===== config.mk =====
export PLATFORM = sky130hd
export DESIGN_NAME = mmi_ctrl
export DESIGN_NICKNAME = d
export VERILOG_FILES = /design/src/mmi_pkg.sv /design/src/mmi_line_mon.sv /design/src/mmi_bit_timer.sv /design/src/mmi_ctrl.sv
export SDC_FILE = /design/constraint.sdc
export NUM_CORES = 1
export LEC_CHECK = 0
export BUFFER_PORTS_ARGS = -buffer_cell sky130_fd_sc_hd__buf_2
export CAP_MARGIN = 20
export CORE_UTILIZATION = 45
export CTS_BUF_LIST = sky130_fd_sc_hd__clkbuf_16
export CTS_CLUSTER_DIAMETER = 200
export DETAILED_ROUTE_END_ITERATION = 8
export GPL_ROUTABILITY_DRIVEN = 0
export PLACE_DENSITY = 0.75
export SYNTH_ARGS = -nofsm -noshare
export SYNTH_HDL_FRONTEND = slang
export SYNTH_HIERARCHICAL = 1
export SYNTH_SLANG_ARGS = --single-unit

===== constraint.sdc =====
create_clock -name ref_clk_in -period 6.3 [get_ports ref_clk_in]
set_input_delay 0 -clock ref_clk_in [delete_from_list [all_inputs] [get_ports ref_clk_in]]
set_output_delay 0 -clock ref_clk_in [all_outputs]
set_load 0.02 [all_outputs]

===== src/mmi_pkg.sv =====
// constants, register map and state encoding for the multi-master two-wire controller
//
// Overview of operation
// RULE_01: No read-modify-write on data register mid-transfer.
// RULE_02: Stop detection clears own-address read/write match bit.
// RULE_03: Status bits hardware-updated; software avoids read-modify-write.
// RULE_04: Start and byte completion reset bit-count field.
// RULE_05: Bit-rate register is never changed by hardware.
// RULE_06: Master start: check busy, write address, write F0.
// RULE_07: Interrupts off across busy check, address, start.
// RULE_08: Bus busy means abandon start, re-enable interrupts.
// RULE_09: Restart: pending bit zero, write 00, never set pending.
// RULE_10: Slave receive select clears direction, releases data line.
// RULE_11: Data write during restart sequence releases clock line.
// RULE_12: Address write then F0 triggers the repeated start.
// RULE_13: Stop: write C0, idle, D0 within ten cycles.
// RULE_14: Never set pending while clearing role and direction.
// RULE_15: Never clear role and direction while pending set.
// RULE_16: After stop, no data/status writes until idle.
// RULE_17: Register reads have no side effects on stop.
// RULE_18: Stop seen in slave role raises bus interrupt.
// RULE_19: Busy flag set on start, cleared on stop.
package mmi_pkg;

  localparam int unsigned CLK_MHZ    = 40;
  localparam int unsigned PHI_NS     = 250;
  localparam int unsigned PHI_CYC    = (PHI_NS * CLK_MHZ + 999) / 1000;
  localparam int unsigned TMR_W      = 16;

  localparam logic [4:0] OFS_DATA    = 5'h00;
  localparam logic [4:0] OFS_OWN     = 5'h04;
  localparam logic [4:0] OFS_STAT    = 5'h08;
  localparam logic [4:0] OFS_CTRL    = 5'h0C;
  localparam logic [4:0] OFS_RATE    = 5'h10;
  localparam logic [4:0] OFS_IRQ_ST  = 5'h14;
  localparam logic [4:0] OFS_IRQ_MSK = 5'h18;

  localparam int unsigned ST_MST     = 7;
  localparam int unsigned ST_TRX     = 6;
  localparam int unsigned ST_BB      = 5;
  localparam int unsigned ST_PIN     = 4;
  localparam int unsigned ST_AL      = 3;
  localparam int unsigned ST_LRB     = 0;
  localparam int unsigned CTL_EN     = 3;
  localparam int unsigned OWN_RW     = 0;
  localparam int unsigned RATE_DIV_W = 5;

  localparam int unsigned IRQ_W      = 3;
  localparam int unsigned IRQ_BYTE   = 0;
  localparam int unsigned IRQ_SSTOP  = 1;
  localparam int unsigned IRQ_AL     = 2;

  localparam logic [7:0] RST_BYTE    = 8'h00;
  localparam logic [2:0] BC_LAST     = 3'h7;
  localparam logic [2:0] BC_ZERO     = 3'h0;
  localparam logic [2:0] BC_ONE      = 3'h1;

  typedef enum logic [3:0] {
    MMI_IDLE    = 4'h0,
    MMI_RSETUP  = 4'h1,
    MMI_START_H = 4'h3,
    MMI_START_L = 4'h2,
    MMI_BIT_L   = 4'h6,
    MMI_BIT_H   = 4'h7,
    MMI_ACK_L   = 4'h5,
    MMI_ACK_H   = 4'h4,
    MMI_HOLD    = 4'hC,
    MMI_STOP_L  = 4'hD,
    MMI_STOP_H  = 4'hF,
    MMI_REL     = 4'hE
  } mmi_state_t;

endpackage : mmi_pkg


===== src/mmi_line_mon.sv =====
// line synchroniser, start/stop detector and bus busy flag
`timescale 1ns/10ps
module mmi_line_mon
  import mmi_pkg::*;
(
  input  wire logic ref_clk_in,
  input  wire logic rst_in,
  input  wire logic scl_in,
  input  wire logic sda_in,
  output logic      scl_s_out,
  output logic      sda_s_out,
  output logic      start_det_out,
  output logic      stop_det_out,
  output logic      busy_out
);
  logic scl_m_ff;
  logic sda_m_ff;
  logic scl_s_ff;
  logic sda_s_ff;
  logic sda_p_ff;
  logic busy_ff;
  logic nxt_busy;
  logic start_c;
  logic stop_c;

  always_comb begin
    // only the second stage and its delayed copy feed the detector
    start_c  = scl_s_ff & sda_p_ff & ~sda_s_ff;
    stop_c   = scl_s_ff & ~sda_p_ff & sda_s_ff;
    nxt_busy = busy_ff;
    if (start_c) begin
      nxt_busy = 1'b1; // RULE_19
    end else if (stop_c) begin
      nxt_busy = 1'b0; // RULE_19
    end
  end

  always_ff @(posedge ref_clk_in) begin
    if (rst_in) begin
      scl_m_ff <= 1'b1;
      sda_m_ff <= 1'b1;
      scl_s_ff <= 1'b1;
      sda_s_ff <= 1'b1;
      sda_p_ff <= 1'b1;
      busy_ff  <= 1'b0;
    end else begin
      scl_m_ff <= scl_in;
      sda_m_ff <= sda_in;
      scl_s_ff <= scl_m_ff;
      sda_s_ff <= sda_m_ff;
      sda_p_ff <= sda_s_ff;
      busy_ff  <= nxt_busy;
    end
  end

  assign scl_s_out     = scl_s_ff;
  assign sda_s_out     = sda_s_ff;
  assign start_det_out = start_c;
  assign stop_det_out  = stop_c;
  assign busy_out      = busy_ff;
endmodule : mmi_line_mon


===== src/mmi_bit_timer.sv =====
// phase timer: one tick per bus half-period, set by the bit-rate divisor
`timescale 1ns/10ps
module mmi_bit_timer
  import mmi_pkg::*;
#(
  parameter int unsigned UNIT_CYC = PHI_CYC
) (
  input  wire logic                  ref_clk_in,
  input  wire logic                  rst_in,
  input  wire logic                  restart_in,
  input  wire logic                  run_in,
  input  wire logic [RATE_DIV_W-1:0] div_in,
  output logic                       tick_out
);
  logic [TMR_W-1:0] cnt_ff;
  logic [TMR_W-1:0] nxt_cnt;
  logic [TMR_W-1:0] limit;

  always_comb begin
    limit    = TMR_W'((div_in + 1) * UNIT_CYC - 1);
    tick_out = run_in & (cnt_ff >= limit);
    nxt_cnt  = cnt_ff;
    if (restart_in || tick_out) begin
      nxt_cnt = '0;
    end else if (run_in) begin
      // counting pauses while a stretched clock is held low
      nxt_cnt = cnt_ff + 1'b1;
    end
  end

  always_ff @(posedge ref_clk_in) begin
    if (rst_in) begin
      cnt_ff <= '0;
    end else begin
      cnt_ff <= nxt_cnt;
    end
  end
endmodule : mmi_bit_timer


===== src/mmi_ctrl.sv =====
// two-wire multi-master controller top with Avalon-MM register slave
//
// Local design decisions: the register addresses and the Avalon-MM slave port.
`timescale 1ns/10ps
module mmi_ctrl
  import mmi_pkg::*;
(
  input  wire logic        ref_clk_in,
  input  wire logic        rst_in,
  input  wire logic [4:0]  address_in,
  input  wire logic        read_in,
  input  wire logic        write_in,
  input  wire logic [31:0] writedata_in,
  input  wire logic [3:0]  byteenable_in,
  output logic [31:0]      readdata_out,
  output logic             waitrequest_out,
  output logic             bus_interrupt_request_out,
  input  wire logic        scl_in,
  output logic             scl_out,
  output logic             scl_oe_out,
  input  wire logic        sda_in,
  output logic             sda_out,
  output logic             sda_oe_out
);
  mmi_state_t       state_ff;
  mmi_state_t       nxt_state;
  logic [7:0]       shift_ff;
  logic [7:0]       nxt_shift;
  logic [7:0]       own_ff;
  logic [7:0]       nxt_own;
  logic [7:0]       ctl_ff;
  logic [7:0]       nxt_ctl;
  logic [7:0]       rate_ff;
  logic [7:0]       nxt_rate;
  logic             mst_ff;
  logic             nxt_mst;
  logic             trx_ff;
  logic             nxt_trx;
  logic             pin_ff;
  logic             nxt_pin;
  logic             al_ff;
  logic             nxt_al;
  logic             lrb_ff;
  logic             nxt_lrb;
  logic             stop_pend_ff;
  logic             nxt_stop_pend;
  logic             scl_oe_ff;
  logic             nxt_scl_oe;
  logic             sda_oe_ff;
  logic             nxt_sda_oe;
  logic [IRQ_W-1:0] irq_st_ff;
  logic [IRQ_W-1:0] nxt_irq_st;
  logic [IRQ_W-1:0] irq_msk_ff;
  logic [IRQ_W-1:0] nxt_irq_msk;
  logic             irq_ff;
  logic             nxt_irq;
  logic             wait_ff;
  logic             nxt_wait;
  logic [31:0]      rdata_ff;
  logic [31:0]      nxt_rdata;
  logic             lvl_ff;

  logic             scl_s;
  logic             sda_s;
  logic             start_det;
  logic             stop_det;
  logic             busy;
  logic             tick;
  logic             run;
  logic             restart;

  logic             bus_req;
  logic             wr_go;
  logic [7:0]       wdat;
  logic             wr_data;
  logic             wr_own;
  logic             wr_stat;
  logic             wr_ctl;
  logic             wr_rate;
  logic             wr_irq_st;
  logic             wr_irq_msk;
  logic             st_go;
  logic [IRQ_W-1:0] ev;
  logic [2:0]       bc;

  // one byte-lane write strobe per mapped register
  function automatic logic hit(input logic [4:0] a, input logic [4:0] ofs);
    hit = (a == ofs);
  endfunction : hit

  function automatic logic [7:0] status_byte(input logic m, input logic t,
                                             input logic b, input logic p,
                                             input logic a, input logic l);
    status_byte = RST_BYTE;
    status_byte[ST_MST] = m;
    status_byte[ST_TRX] = t;
    status_byte[ST_BB]  = b;
    status_byte[ST_PIN] = p;
    status_byte[ST_AL]  = a;
    status_byte[ST_LRB] = l;
  endfunction : status_byte

  mmi_line_mon u_mon (
    .ref_clk_in    (ref_clk_in),
    .rst_in        (rst_in),
    .scl_in        (scl_in),
    .sda_in        (sda_in),
    .scl_s_out     (scl_s),
    .sda_s_out     (sda_s),
    .start_det_out (start_det),
    .stop_det_out  (stop_det),
    .busy_out      (busy)
  );

  mmi_bit_timer u_tmr (
    .ref_clk_in (ref_clk_in),
    .rst_in     (rst_in),
    .restart_in (restart),
    .run_in     (run),
    .div_in     (rate_ff[RATE_DIV_W-1:0]),
    .tick_out   (tick)
  );

  // bit, ack and stop high phases wait for the clock line to really rise (stretching)
  assign run = scl_s | ~((state_ff == MMI_BIT_H) | (state_ff == MMI_ACK_H)
                         | (state_ff == MMI_STOP_H));
  assign restart = (nxt_state != state_ff);

  always_comb begin
    bus_req    = (read_in | write_in) & wait_ff;
    wr_go      = write_in & ~wait_ff & byteenable_in[0];
    wdat       = writedata_in[7:0];
    wr_data    = wr_go & hit(address_in, OFS_DATA);
    wr_own     = wr_go & hit(address_in, OFS_OWN);
    wr_stat    = wr_go & hit(address_in, OFS_STAT);
    wr_ctl     = wr_go & hit(address_in, OFS_CTRL);
    wr_rate    = wr_go & hit(address_in, OFS_RATE);
    wr_irq_st  = wr_go & hit(address_in, OFS_IRQ_ST);
    wr_irq_msk = wr_go & hit(address_in, OFS_IRQ_MSK);
    st_go      = wr_stat & wdat[ST_MST] & wdat[ST_TRX] & wdat[ST_BB] & ctl_ff[CTL_EN];

    nxt_state     = state_ff;
    nxt_shift     = shift_ff;
    nxt_own       = own_ff;
    nxt_ctl       = ctl_ff;
    nxt_rate      = rate_ff;
    nxt_mst       = mst_ff;
    nxt_trx       = trx_ff;
    nxt_pin       = pin_ff;
    nxt_al        = al_ff;
    nxt_lrb       = lrb_ff;
    nxt_stop_pend = stop_pend_ff;
    nxt_scl_oe    = scl_oe_ff;
    nxt_sda_oe    = sda_oe_ff;
    nxt_irq_msk   = irq_msk_ff;
    ev            = '0;
    bc            = ctl_ff[2:0];

    // one wait cycle, then a single-cycle answer; reads change no state
    nxt_wait  = ~bus_req;
    nxt_rdata = rdata_ff;
    if (bus_req && read_in) begin
      nxt_rdata = '0; // RULE_17
      case (address_in)
        OFS_DATA:    nxt_rdata[7:0] = shift_ff;
        OFS_OWN:     nxt_rdata[7:0] = own_ff;
        OFS_STAT:    nxt_rdata[7:0] = status_byte(mst_ff, trx_ff, busy, pin_ff, al_ff, lrb_ff);
        OFS_CTRL:    nxt_rdata[7:0] = ctl_ff;
        OFS_RATE:    nxt_rdata[7:0] = rate_ff;
        OFS_IRQ_ST:  nxt_rdata[IRQ_W-1:0] = irq_st_ff;
        OFS_IRQ_MSK: nxt_rdata[IRQ_W-1:0] = irq_msk_ff;
        default:     nxt_rdata = '0;
      endcase
    end

    // software writes first; hardware updates below override them
    if (wr_data) begin
      nxt_shift = wdat;
      nxt_pin   = 1'b1;
    end
    if (wr_own) begin
      nxt_own = wdat;
    end
    if (wr_ctl) begin
      nxt_ctl = wdat;
    end
    if (wr_rate) begin
      nxt_rate = wdat; // RULE_05
    end
    if (wr_irq_msk) begin
      nxt_irq_msk = wdat[IRQ_W-1:0];
    end
    if (wr_stat) begin
      nxt_mst = wdat[ST_MST];
      nxt_trx = wdat[ST_TRX];
      nxt_pin = wdat[ST_PIN];
      if (wdat[ST_MST] && wdat[ST_TRX] && !wdat[ST_BB] && wdat[ST_PIN]) begin
        nxt_stop_pend = 1'b1; // RULE_13
      end
      if (!wdat[ST_TRX] && state_ff == MMI_HOLD) begin
        nxt_sda_oe = 1'b0; // RULE_10
      end
    end

    if (start_det) begin
      bc = BC_ZERO; // RULE_04
    end
    if (stop_det) begin
      nxt_own[OWN_RW] = 1'b0; // RULE_02
      if (!mst_ff) begin
        ev[IRQ_SSTOP] = 1'b1; // RULE_18
      end
      // for an own stop the role ends only once the line shows it, so that stop raises no slave event
      nxt_mst = 1'b0;
      nxt_trx = 1'b0;
    end

    case (state_ff)
      MMI_IDLE, MMI_REL: begin
        if (st_go && (!busy || state_ff == MMI_REL)) begin
          nxt_state = MMI_RSETUP; // RULE_12
        end else if (stop_det) begin
          nxt_state = MMI_IDLE;
        end
      end
      MMI_RSETUP: begin
        if (tick) begin
          nxt_state  = MMI_START_H;
          nxt_sda_oe = 1'b1;
        end
      end
      MMI_START_H: begin
        if (tick) begin
          nxt_state  = MMI_START_L;
          nxt_scl_oe = 1'b1;
        end
      end
      MMI_START_L: begin
        if (tick) begin
          nxt_state  = MMI_BIT_L;
          nxt_sda_oe = trx_ff & ~shift_ff[7];
          bc         = BC_ZERO; // RULE_04
        end
      end
      MMI_BIT_L: begin
        if (tick) begin
          nxt_state  = MMI_BIT_H;
          nxt_scl_oe = 1'b0;
        end
      end
      MMI_BIT_H: begin
        if (tick) begin
          if (trx_ff && !sda_oe_ff && !sda_s) begin
            // lost arbitration: let go of the data line; the clock line is already released in this high phase
            nxt_state  = MMI_IDLE;
            nxt_al     = 1'b1;
            nxt_mst    = 1'b0;
            nxt_trx    = 1'b0;
            nxt_sda_oe = 1'b0;
            ev[IRQ_AL] = 1'b1;
          end else begin
            nxt_shift  = {shift_ff[6:0], sda_s};
            nxt_scl_oe = 1'b1;
            if (bc == BC_LAST) begin
              nxt_state  = MMI_ACK_L;
              bc         = BC_ZERO; // RULE_04
              nxt_sda_oe = ~trx_ff;
            end else begin
              nxt_state  = MMI_BIT_L;
              bc         = bc + BC_ONE;
              nxt_sda_oe = trx_ff & ~shift_ff[6];
            end
          end
        end
      end
      MMI_ACK_L: begin
        if (tick) begin
          nxt_state  = MMI_ACK_H;
          nxt_scl_oe = 1'b0;
        end
      end
      MMI_ACK_H: begin
        if (tick) begin
          nxt_state    = MMI_HOLD;
          nxt_lrb      = sda_s;
          nxt_scl_oe   = 1'b1;
          nxt_sda_oe   = 1'b0;
          nxt_pin      = 1'b0; // RULE_03
          ev[IRQ_BYTE] = 1'b1;
        end
      end
      MMI_HOLD: begin
        if (stop_pend_ff) begin
          nxt_state  = MMI_STOP_L;
          nxt_sda_oe = 1'b1;
        end else if (wr_data && mst_ff) begin
          nxt_state  = MMI_BIT_L;
          nxt_sda_oe = trx_ff & ~wdat[7];
        end else if (wr_data) begin
          nxt_state  = MMI_REL;
          nxt_scl_oe = 1'b0; // RULE_11
        end
      end
      MMI_STOP_L: begin
        if (tick) begin
          nxt_state  = MMI_STOP_H;
          nxt_scl_oe = 1'b0;
        end
      end
      MMI_STOP_H: begin
        if (tick) begin
          nxt_state     = MMI_IDLE;
          nxt_sda_oe    = 1'b0;
          nxt_stop_pend = 1'b0;
        end
      end
      default: begin
        nxt_state  = MMI_IDLE;
        nxt_scl_oe = 1'b0;
        nxt_sda_oe = 1'b0;
      end
    endcase

    if (nxt_state == MMI_IDLE) begin
      nxt_stop_pend = 1'b0;
    end
    nxt_ctl[2:0] = bc; // RULE_04
    // a new event wins over a write-one clear in the same cycle
    nxt_irq_st = (irq_st_ff & ~(wr_irq_st ? wdat[IRQ_W-1:0] : '0)) | ev;
    nxt_irq    = |(irq_st_ff & irq_msk_ff);
  end

  always_ff @(posedge ref_clk_in) begin
    if (rst_in) begin
      state_ff     <= MMI_IDLE;
      shift_ff     <= RST_BYTE;
      own_ff       <= RST_BYTE;
      ctl_ff       <= RST_BYTE;
      rate_ff      <= RST_BYTE;
      mst_ff       <= 1'b0;
      trx_ff       <= 1'b0;
      pin_ff       <= 1'b1;
      al_ff        <= 1'b0;
      lrb_ff       <= 1'b0;
      stop_pend_ff <= 1'b0;
      scl_oe_ff    <= 1'b0;
      sda_oe_ff    <= 1'b0;
      irq_st_ff    <= '0;
      irq_msk_ff   <= '0;
      irq_ff       <= 1'b0;
      wait_ff      <= 1'b1;
      rdata_ff     <= '0;
      lvl_ff       <= 1'b0;
    end else begin
      state_ff     <= nxt_state;
      shift_ff     <= nxt_shift;
      own_ff       <= nxt_own;
      ctl_ff       <= nxt_ctl;
      rate_ff      <= nxt_rate;
      mst_ff       <= nxt_mst;
      trx_ff       <= nxt_trx;
      pin_ff       <= nxt_pin;
      al_ff        <= nxt_al;
      lrb_ff       <= nxt_lrb;
      stop_pend_ff <= nxt_stop_pend;
      scl_oe_ff    <= nxt_scl_oe;
      sda_oe_ff    <= nxt_sda_oe;
      irq_st_ff    <= nxt_irq_st;
      irq_msk_ff   <= nxt_irq_msk;
      irq_ff       <= nxt_irq;
      wait_ff      <= nxt_wait;
      rdata_ff     <= nxt_rdata;
      lvl_ff       <= 1'b0;
    end
  end

  // open-drain: the driven level is always low, only the enables move
  assign scl_out                   = lvl_ff;
  assign sda_out                   = lvl_ff;
  assign scl_oe_out                = scl_oe_ff;
  assign sda_oe_out                = sda_oe_ff;
  assign readdata_out              = rdata_ff;
  assign waitrequest_out           = wait_ff;
  assign bus_interrupt_request_out = irq_ff;
endmodule : mmi_ctrl


==> summary.md, run 1 <==
| Metric | Value |
|---|---|
| Status | `finished clean` |
| Sequential share of the synthesized area | `0.3106` |
| Arrival time at the worst endpoint | `6.10 ns` |
| Hold Crit Start | `writedata_in[6]` |
| FF+latch count, synth | `82` |
| Syn avg cell area | `8.443 um^2` |
| RSZ-0062 raised after global routing | `false` |
| Clock sinks | `82` |
| Slew @ Worst Pin | `0.8339 ns` |
| Area growth syn-to-layout | `9.493%` |
| Tmin final | `5.832 ns` |
| Fin area | `5787 um^2` |
| Synth Warn # | `6` |
| Fraction of layout cells with a size suffix above 1 | `0.1367` |
| Share of synthesized registers carrying an async set or reset | `0` |
| Reg2Reg Capture Point | `u_tmr/cnt_ff[6]` |
| R2R cell count | `25` |
| Final wirelength | `12.85 mm` |
| Total grt overflow | `0` |
| Commonest non-fill, non-tap cell in the layout | `dfxtp_1` |
| Die extent in y | `110.4 um` |
| Cell Area, Synth | `5285 um^2` |
| Placed cell count | `769` |
| CTS Root Cell | `clkbuf_16` |
| Initial antenna violation count | `0` |
| R2R Path Start | `rate_ff[0]` |
| Max-cap violation count | `0` |
| Final-report setup violation count | `0` |
| Primary FF master, synth | `dfxtp_1` |
| Pin count of the biggest net entering global routing | `62` |
| Sw frac | `0.2576` |
| Flop pwr share | `0.484` |
| Via count | `4642` |
| Total power | `1099 uW` |
| Total CTS buffers | `9` |
| Startpoint Class | `flip-flop` |
| WHS | `0.02114 ns` |
| # diodes | `0` |
| Final Hold Fails | `0` |
| Nets | `722` |
| VDD IR max | `204.7 uV` |
| Final Non-Filler Cells | `794` |
| Slew headroom | `0.4433` |
| Clock power frac | `0.440` |
| Max Freq | `171.5 MHz` |
| Placement Cell Area | `5359 um^2` |
| Final Slew Violations | `0` |
| Switch Pwr | `283.1 uW` |
| Routed WL per cell | `16.18 um` |
| Port Buf Inserts | `31` |
| I/O Pins | `85` |
| Commonest cells after routing, fill and taps aside | `dfxtp_1, nor2_1, nand2_1` |
| Die area | `12180 um^2` |
| Clk buf depth | `2` |
| Pwr Density | `189.9 nW/um^2` |
| Initial Util | `0.4629` |
| CP Class | `flip-flop to flip-flop` |
| Cell variety after synth | `79` |
| Hold Crit Endpoint | `shift_ff[6]` |
| Core ar. | `11420 um^2` |
| Skew-Pair Late Insertion Delay | `0.34 ns` |
| Critical Path Fanout Max | `15` |
| Cell Int Power | `815.7 uW` |
| Post-Syn Instances | `626` |
| P_leak | `0.002419 uW` |
| Routed Antenna Nets | `0` |
| Num rows | `39` |
| Period utilization | `0.9257` |
| DIE WIDTH | `110.4 um` |
| First-pass GRT wire length | `21.01 mm` |
| Vias per inst | `5.846` |
| HPWL Detailed | `9.304 mm` |
| Required @ worst endpoint | `6.57 ns` |
| CTS tree | `yes` |
| Initial DRC Count | `497` |
| Clock Skews | `0.007276 ns` |
| Htree depth | `3` |
| Post-route DRC | `0` |
| Worst-path clk slew | `0.06 ns` |
| Post-synth EDFFs | `0` |
| Total track usage | `0.2224` |
| R2r setup slk | `0.47 ns` |
| Setup TNS | `0 ns` |
| Vias in the first global route | `4322` |
| Crit end category | `flip-flop` |
| Gate power share | `0.076` |
| Worst Hold Class | `input pin to flip-flop` |
| Hold Crit Depth | `3` |
| Drt pass-1 iters | `5` |
==> critical path, cell delays in order, from the launching register on <==
cell,delay (ns)
dfxtp_2,0.42
ha_1,0.23
nand3_1,0.13
xnor2_2,0.18
ha_1,0.32
inv_1,0.06
fa_1,0.48
xor2_2,0.21
nand4_1,0.23
a21oi_1,0.19
o22ai_1,0.10
a2bb2oi_1,0.24
ha_1,0.30
a21oi_1,0.16
nor2_1,0.09
a311oi_4,0.39
a31oi_1,0.16
buf_4,0.21
nor3b_1,0.17
nand3_1,0.17
nand3_1,0.11
a31oi_1,0.21
o2111ai_2,0.26
a2111oi_4,0.32
a31oi_4,0.25
nor2_1,0.17
==> sequential cells by signal, summed over array words and instances, names as in the netlist, 3 cells and up <==
register and flops:
u_tmr/cnt_ff 16, ctl_ff 8, own_ff 8, rate_ff 8
readdata_out 8, shift_ff 8, state_ff 4, irq_msk_ff 3
irq_st_ff 3
==> cell type report <==
class	instances	area (um^2)
Clock buffer	9	225.2
Clock inverter	6	43.79
Fill cell	1095	5632
Inverter	20	75.07
Multi-Input combinational cell	489	3338
Sequential cell	82	1643
Tap cell	143	178.9
Timing Repair Buffer	45	282.8
==> synthesized netlist by cell type (4+ instances only) <==
library cell | count | area (um^2)
ha_1 | 27 | 337.8
a222oi_1 | 6 | 60.06
and3_1 | 7 | 43.79
and2_1 | 4 | 25.02
or2_1 | 5 | 31.28
nor2_1 | 69 | 259.0
mux2_2 | 6 | 67.56
mux2i_1 | 21 | 210.2
nand2b_1 | 4 | 25.02
buf_6 | 5 | 56.30
nor3_1 | 11 | 55.05
inv_1 | 20 | 75.07
buf_2 | 19 | 95.09
nor3b_1 | 9 | 67.56
a211oi_1 | 5 | 37.54
o21ai_0 | 18 | 90.09
nor2b_1 | 7 | 43.79
dfxtp_1 | 82 | 1642
xnor2_1 | 14 | 122.6
xor2_1 | 15 | 131.4
nand4_1 | 8 | 50.05
a21oi_1 | 35 | 175.2
nor4_1 | 6 | 37.54
a311oi_1 | 7 | 61.31
nand3b_1 | 5 | 37.54
clkbuf_1 | 10 | 37.54
nand3_1 | 28 | 140.1
a22oi_1 | 5 | 37.54
buf_4 | 26 | 195.2
nand2_1 | 52 | 195.2
a31oi_1 | 13 | 81.33
o211ai_1 | 4 | 30.03
a22o_1 | 8 | 70.07
==> cells by family after synthesis <==
logic type                 count (synthesis)  synth area share
muxes                                     29           0.05966
buffers and inverters                     80           0.08688
other                                      1         0.0007095
xor gates and xnor gates                  29           0.04806
DFF                                       82            0.3106
adders and majority gates                 28           0.06771
and+or+nand+nor                          246            0.2502
AOI/OAI and AO/OA                        131            0.1761
==> per-stage QoR <==
step | util | worst slack, ns
after floorplan | - | 0.7285
after global placement | 0.4693 | 0.2241
after detailed placement | 0.4693 | -0.002442
after CTS | 0.5008 | 0.08403
after global routing | 0.5068 | 0.04153
final | 0.5068 | 0.4682
==> power by group through the flow <==
stage	Clock [uW]	Sequential (uW)	Combinational, uW
after floorplan	0	545	65.0
after global placement	0	543	75.2
after detailed placement	0	543	77.0
after CTS	496	532	81.7
after global routing	513	533	91.5
final	483	532	83.7
==> how the worst max path moves through the flow <==
stage | startpoint | endpoint | cells after the start
4_1_cts | rate_ff[0] | u_tmr/cnt_ff[6] | 24
5_1_grt | rate_ff[2] | u_tmr/cnt_ff[6] | 23
2_1_floorplan | rate_ff[0] | u_tmr/cnt_ff[9] | 25
3_5_place_dp | rate_ff[0] | u_tmr/cnt_ff[6] | 24
3_3_place_gp | rate_ff[0] | u_tmr/cnt_ff[13] | 24
6_report | rate_ff[0] | u_tmr/cnt_ff[6] | 25
==> repair_timing <==
action | in CTS | in global routing
resized for setup | 1 | 11
pin swaps | 0 | 2
endpoints found under the setup margin | 15 | 17
hold endpoints to repair | 20 | 0
hold buffers | 9 | 0
buffers inserted | 0 | 1
==> layer usage <==
layer / share of wire / vias up / global-route usage
li1: - / 2258 / -
met1: 0.44 / 2187 / 0.2819
met2: 0.49 / 176 / 0.3753
met3: 0.060 / 21 / 0.04350
met4: 0.016 / 0 / 0.07707
met5: 0 / - / 0
Note: power is estimated with default switching activity, not from simulation.
==> inputs of run 2 (changes only) <==
- CORE_MARGIN: unset -> 2
==> summary.md, run 2 (synthesis results as in run 1) <==
| Metric | Value |
|---|---|
| Status | `finished clean` |
| Die area | `12630 um^2 (+3.7%)` |
| CP Class | `flip-flop to flip-flop` |
| Sw frac | `0.2579 (+0.0002740)` |
| Final Slew Violations | `0 (unchanged)` |
| Setup ws final | `0.3537 ns (-0.1145 ns)` |
| Final core utilization | `0.5173 (+0.01052)` |
| Final-report setup violation count | `0 (unchanged)` |
| Initial antenna violation count | `0 (unchanged)` |
| Pwr Density | `197.2 nW/um^2 (+3.9%)` |
| Cell Int Power | `864.6 uW (+6.0%)` |
| Placed cell count | `772 (+0.39%)` |
| Post-route DRC | `0 (unchanged)` |
| First-pass GRT wire length | `20.82 mm (-0.89%)` |
| Worst path max stage delay | `0.40 ns (-0.08 ns)` |
| R2R cell count | `28 (+12%)` |
| Top Metal Used | `met4` |
| Clock Skews | `0.01154 ns (+0.004267 ns)` |
| Period utilization | `0.9439 (+0.01818)` |
| Final Non-Filler Cells | `802 (+1.0%)` |
| Pin count of the biggest net entering global routing | `62 (unchanged)` |
| Slew @ Worst Pin | `0.8187 ns (-0.01517 ns)` |
| Initial Util | `0.4629 (unchanged)` |
| Tmin final | `5.946 ns (+0.1145 ns)` |
| Initial DRC Count | `528 (+6.2%)` |
| Routed WL per cell | `16.26 um (+0.49%)` |
| Required @ worst endpoint | `6.58 ns (about the same)` |
| Switch Pwr | `300.4 uW (+6.1%)` |
| Cell family with most CP delay | `compound AO/OA/AOI/OAI gates` |
| Hold Crit Depth | `3 (unchanged)` |
| # diodes | `0 (unchanged)` |
| Commonest non-fill, non-tap cell in the layout | `dfxtp_1` |
| Final Hold Fails | `0 (unchanged)` |
| CTS Root Cell | `clkbuf_16` |
| Vias in the first global route | `4315 (-0.16%)` |
| Metal3 WL | `831 um (+7.1%)` |
| Most flops, register | `u_tmr/cnt_ff` |
| Clock power frac | `0.470 (+0.030)` |
| I/O Pins | `85 (unchanged)` |
| Crit end category | `flip-flop` |
| VDD IR max | `205.8 uV (+0.55%)` |
| Total grt overflow | `0 (unchanged)` |
| Clock sinks | `82 (unchanged)` |
| Vias per inst | `5.875 (+0.50%)` |
| Max reg flops | `16 (unchanged)` |
| HPWL Detailed | `9.414 mm (+1.2%)` |
| Drt pass-1 iters | `5 (unchanged)` |
| Critical Path Fanout Max | `15 (unchanged)` |
| Worst-path clk slew | `0.07 ns (about the same)` |
| Reg2Reg Capture Point | `u_tmr/cnt_ff[3]` |
| Slowest CP cell | `fa_1` |
| Final wirelength | `13.04 mm (+1.5%)` |
| Nets | `729 (+0.97%)` |
| Fraction of layout cells with a size suffix above 1 | `0.1457 (+0.008963)` |
| DIE WIDTH | `112.4 um (+1.8%)` |
| Htree depth | `3 (unchanged)` |
| Startpoint Class | `flip-flop` |
| Core ar. | `11420 um^2 (unchanged)` |
| Clk buf depth | `2 (unchanged)` |
| Fill cell count | `1080 (-1.4%)` |
| Hold Crit Start | `writedata_in[6]` |
| WL met2 | `6.276 mm (+0.19%)` |
| Area growth syn-to-layout | `11.77%` |
| Gate power share | `0.074 (-0.002)` |
| R2R Path Start | `rate_ff[0]` |
| Via count | `4712 (+1.5%)` |
| Total track usage | `0.2010 (-0.02139)` |
| Num rows | `39 (unchanged)` |
| P_leak | `0.002485 uW (+2.7%)` |
| Flop pwr share | `0.456 (-0.028)` |
| Total CTS buffers | `9 (unchanged)` |
| Total power | `1165 uW (+6.0%)` |
| Worst Hold Class | `input pin to flip-flop` |
| Worst slack at placement | `0.03500 ns (+0.03744 ns)` |
| Commonest cells after routing, fill and taps aside | `dfxtp_1, nor2_1, nand2_1` |
| Routed Antenna Nets | `0 (unchanged)` |
| R2r setup slk | `0.35 ns (-0.11 ns)` |
| Arrival time at the worst endpoint | `6.22 ns (+0.12 ns)` |
| Port Buf Inserts | `31 (unchanged)` |
| Hold Crit Endpoint | `shift_ff[6]` |
| CTS tree | `yes` |
| Crit path buf inv count | `5 (+3)` |
| WL met1 | `5.613 mm (+0.16%)` |
| Max-cap violation count | `0 (unchanged)` |
| Skew-Pair Late Insertion Delay | `0.34 ns (about the same)` |
| Die extent in y | `112.4 um (+1.8%)` |
| Max Freq | `168.2 MHz (-1.9%)` |
| Slew headroom | `0.4534 (+0.01013)` |
==> run 2: layer usage <==
metal,global-route usage,up-vias
met5,0,-
met4,0.06992,0
met3,0.03618,37
met2,0.3390,170
met1,0.2597,2229
li1,-,2276
==> run 2: through the flow <==
step | setup TNS, ns | area (um^2) | hold WS (ns)
final | 0 | 5907 | 0.01765
after global placement | 0 | 5394 | 0.1865
after floorplan | 0 | 5379 | 0.06244
after global routing | -0.1220 | 5907 | 0.02594
after detailed placement | 0 | 5394 | 0.1825
after CTS | 0 | 5789 | 0.009361
==> run 2: power groups by stage <==
stage / clock network (uW) / registers (uW) / logic (uW)
floorplan: 0 / 545 / 65.0
global placement: 0 / 543 / 76.0
detailed placement: 0 / 543 / 78.2
CTS: 549 / 531 / 82.8
global route: 574 / 532 / 92.6
finish: 548 / 531 / 85.8
==> run 2: how the worst max path moves through the flow <==
stage	from	end	slack (ns)	cells past startpoint
floorplan	rate_ff[0]	u_tmr/cnt_ff[9]	0.73	25
global placement	rate_ff[0]	u_tmr/cnt_ff[14]	0.26	24
detailed placement	rate_ff[0]	u_tmr/cnt_ff[3]	0.04	26
CTS	rate_ff[0]	u_tmr/cnt_ff[14]	0.14	24
global route	rate_ff[0]	u_tmr/cnt_ff[14]	-0.03	28
finish	rate_ff[0]	u_tmr/cnt_ff[3]	0.35	28
==> run 2: what timing repair did <==
item / in CTS / in global routing
hold buffers: 9 / 0
endpoints found under the setup margin: 15 / 15
gates resized for setup: 1 / 11
cloned: 0 / 1
endpoints found under the hold margin: 18 / 0
pin swaps: 0 / 5
buffers inserted: 0 / 4
==> run 2: cell type report <==
cell class | count | area [um^2] | share of cell area
multi-input cells | 490 | 3366 | 0.5698
flip-flops and latches | 82 | 1642 | 0.2779
clock inverters | 7 | 80.08 | 0.01356
inverters | 20 | 75.07 | 0.01271
clock buffers | 9 | 225.2 | 0.03813
well taps | 143 | 178.9 | 0.03029
repair buffers | 51 | 340.3 | 0.05761
==> run 2: worst min-delay path: cells and delay by family <==
family	cells	cell delay [ns]
AO/OA/AOI/OAI	1	0.08
buffers and inverters	1	0.15
AND/OR/NAND/NOR	1	0.08
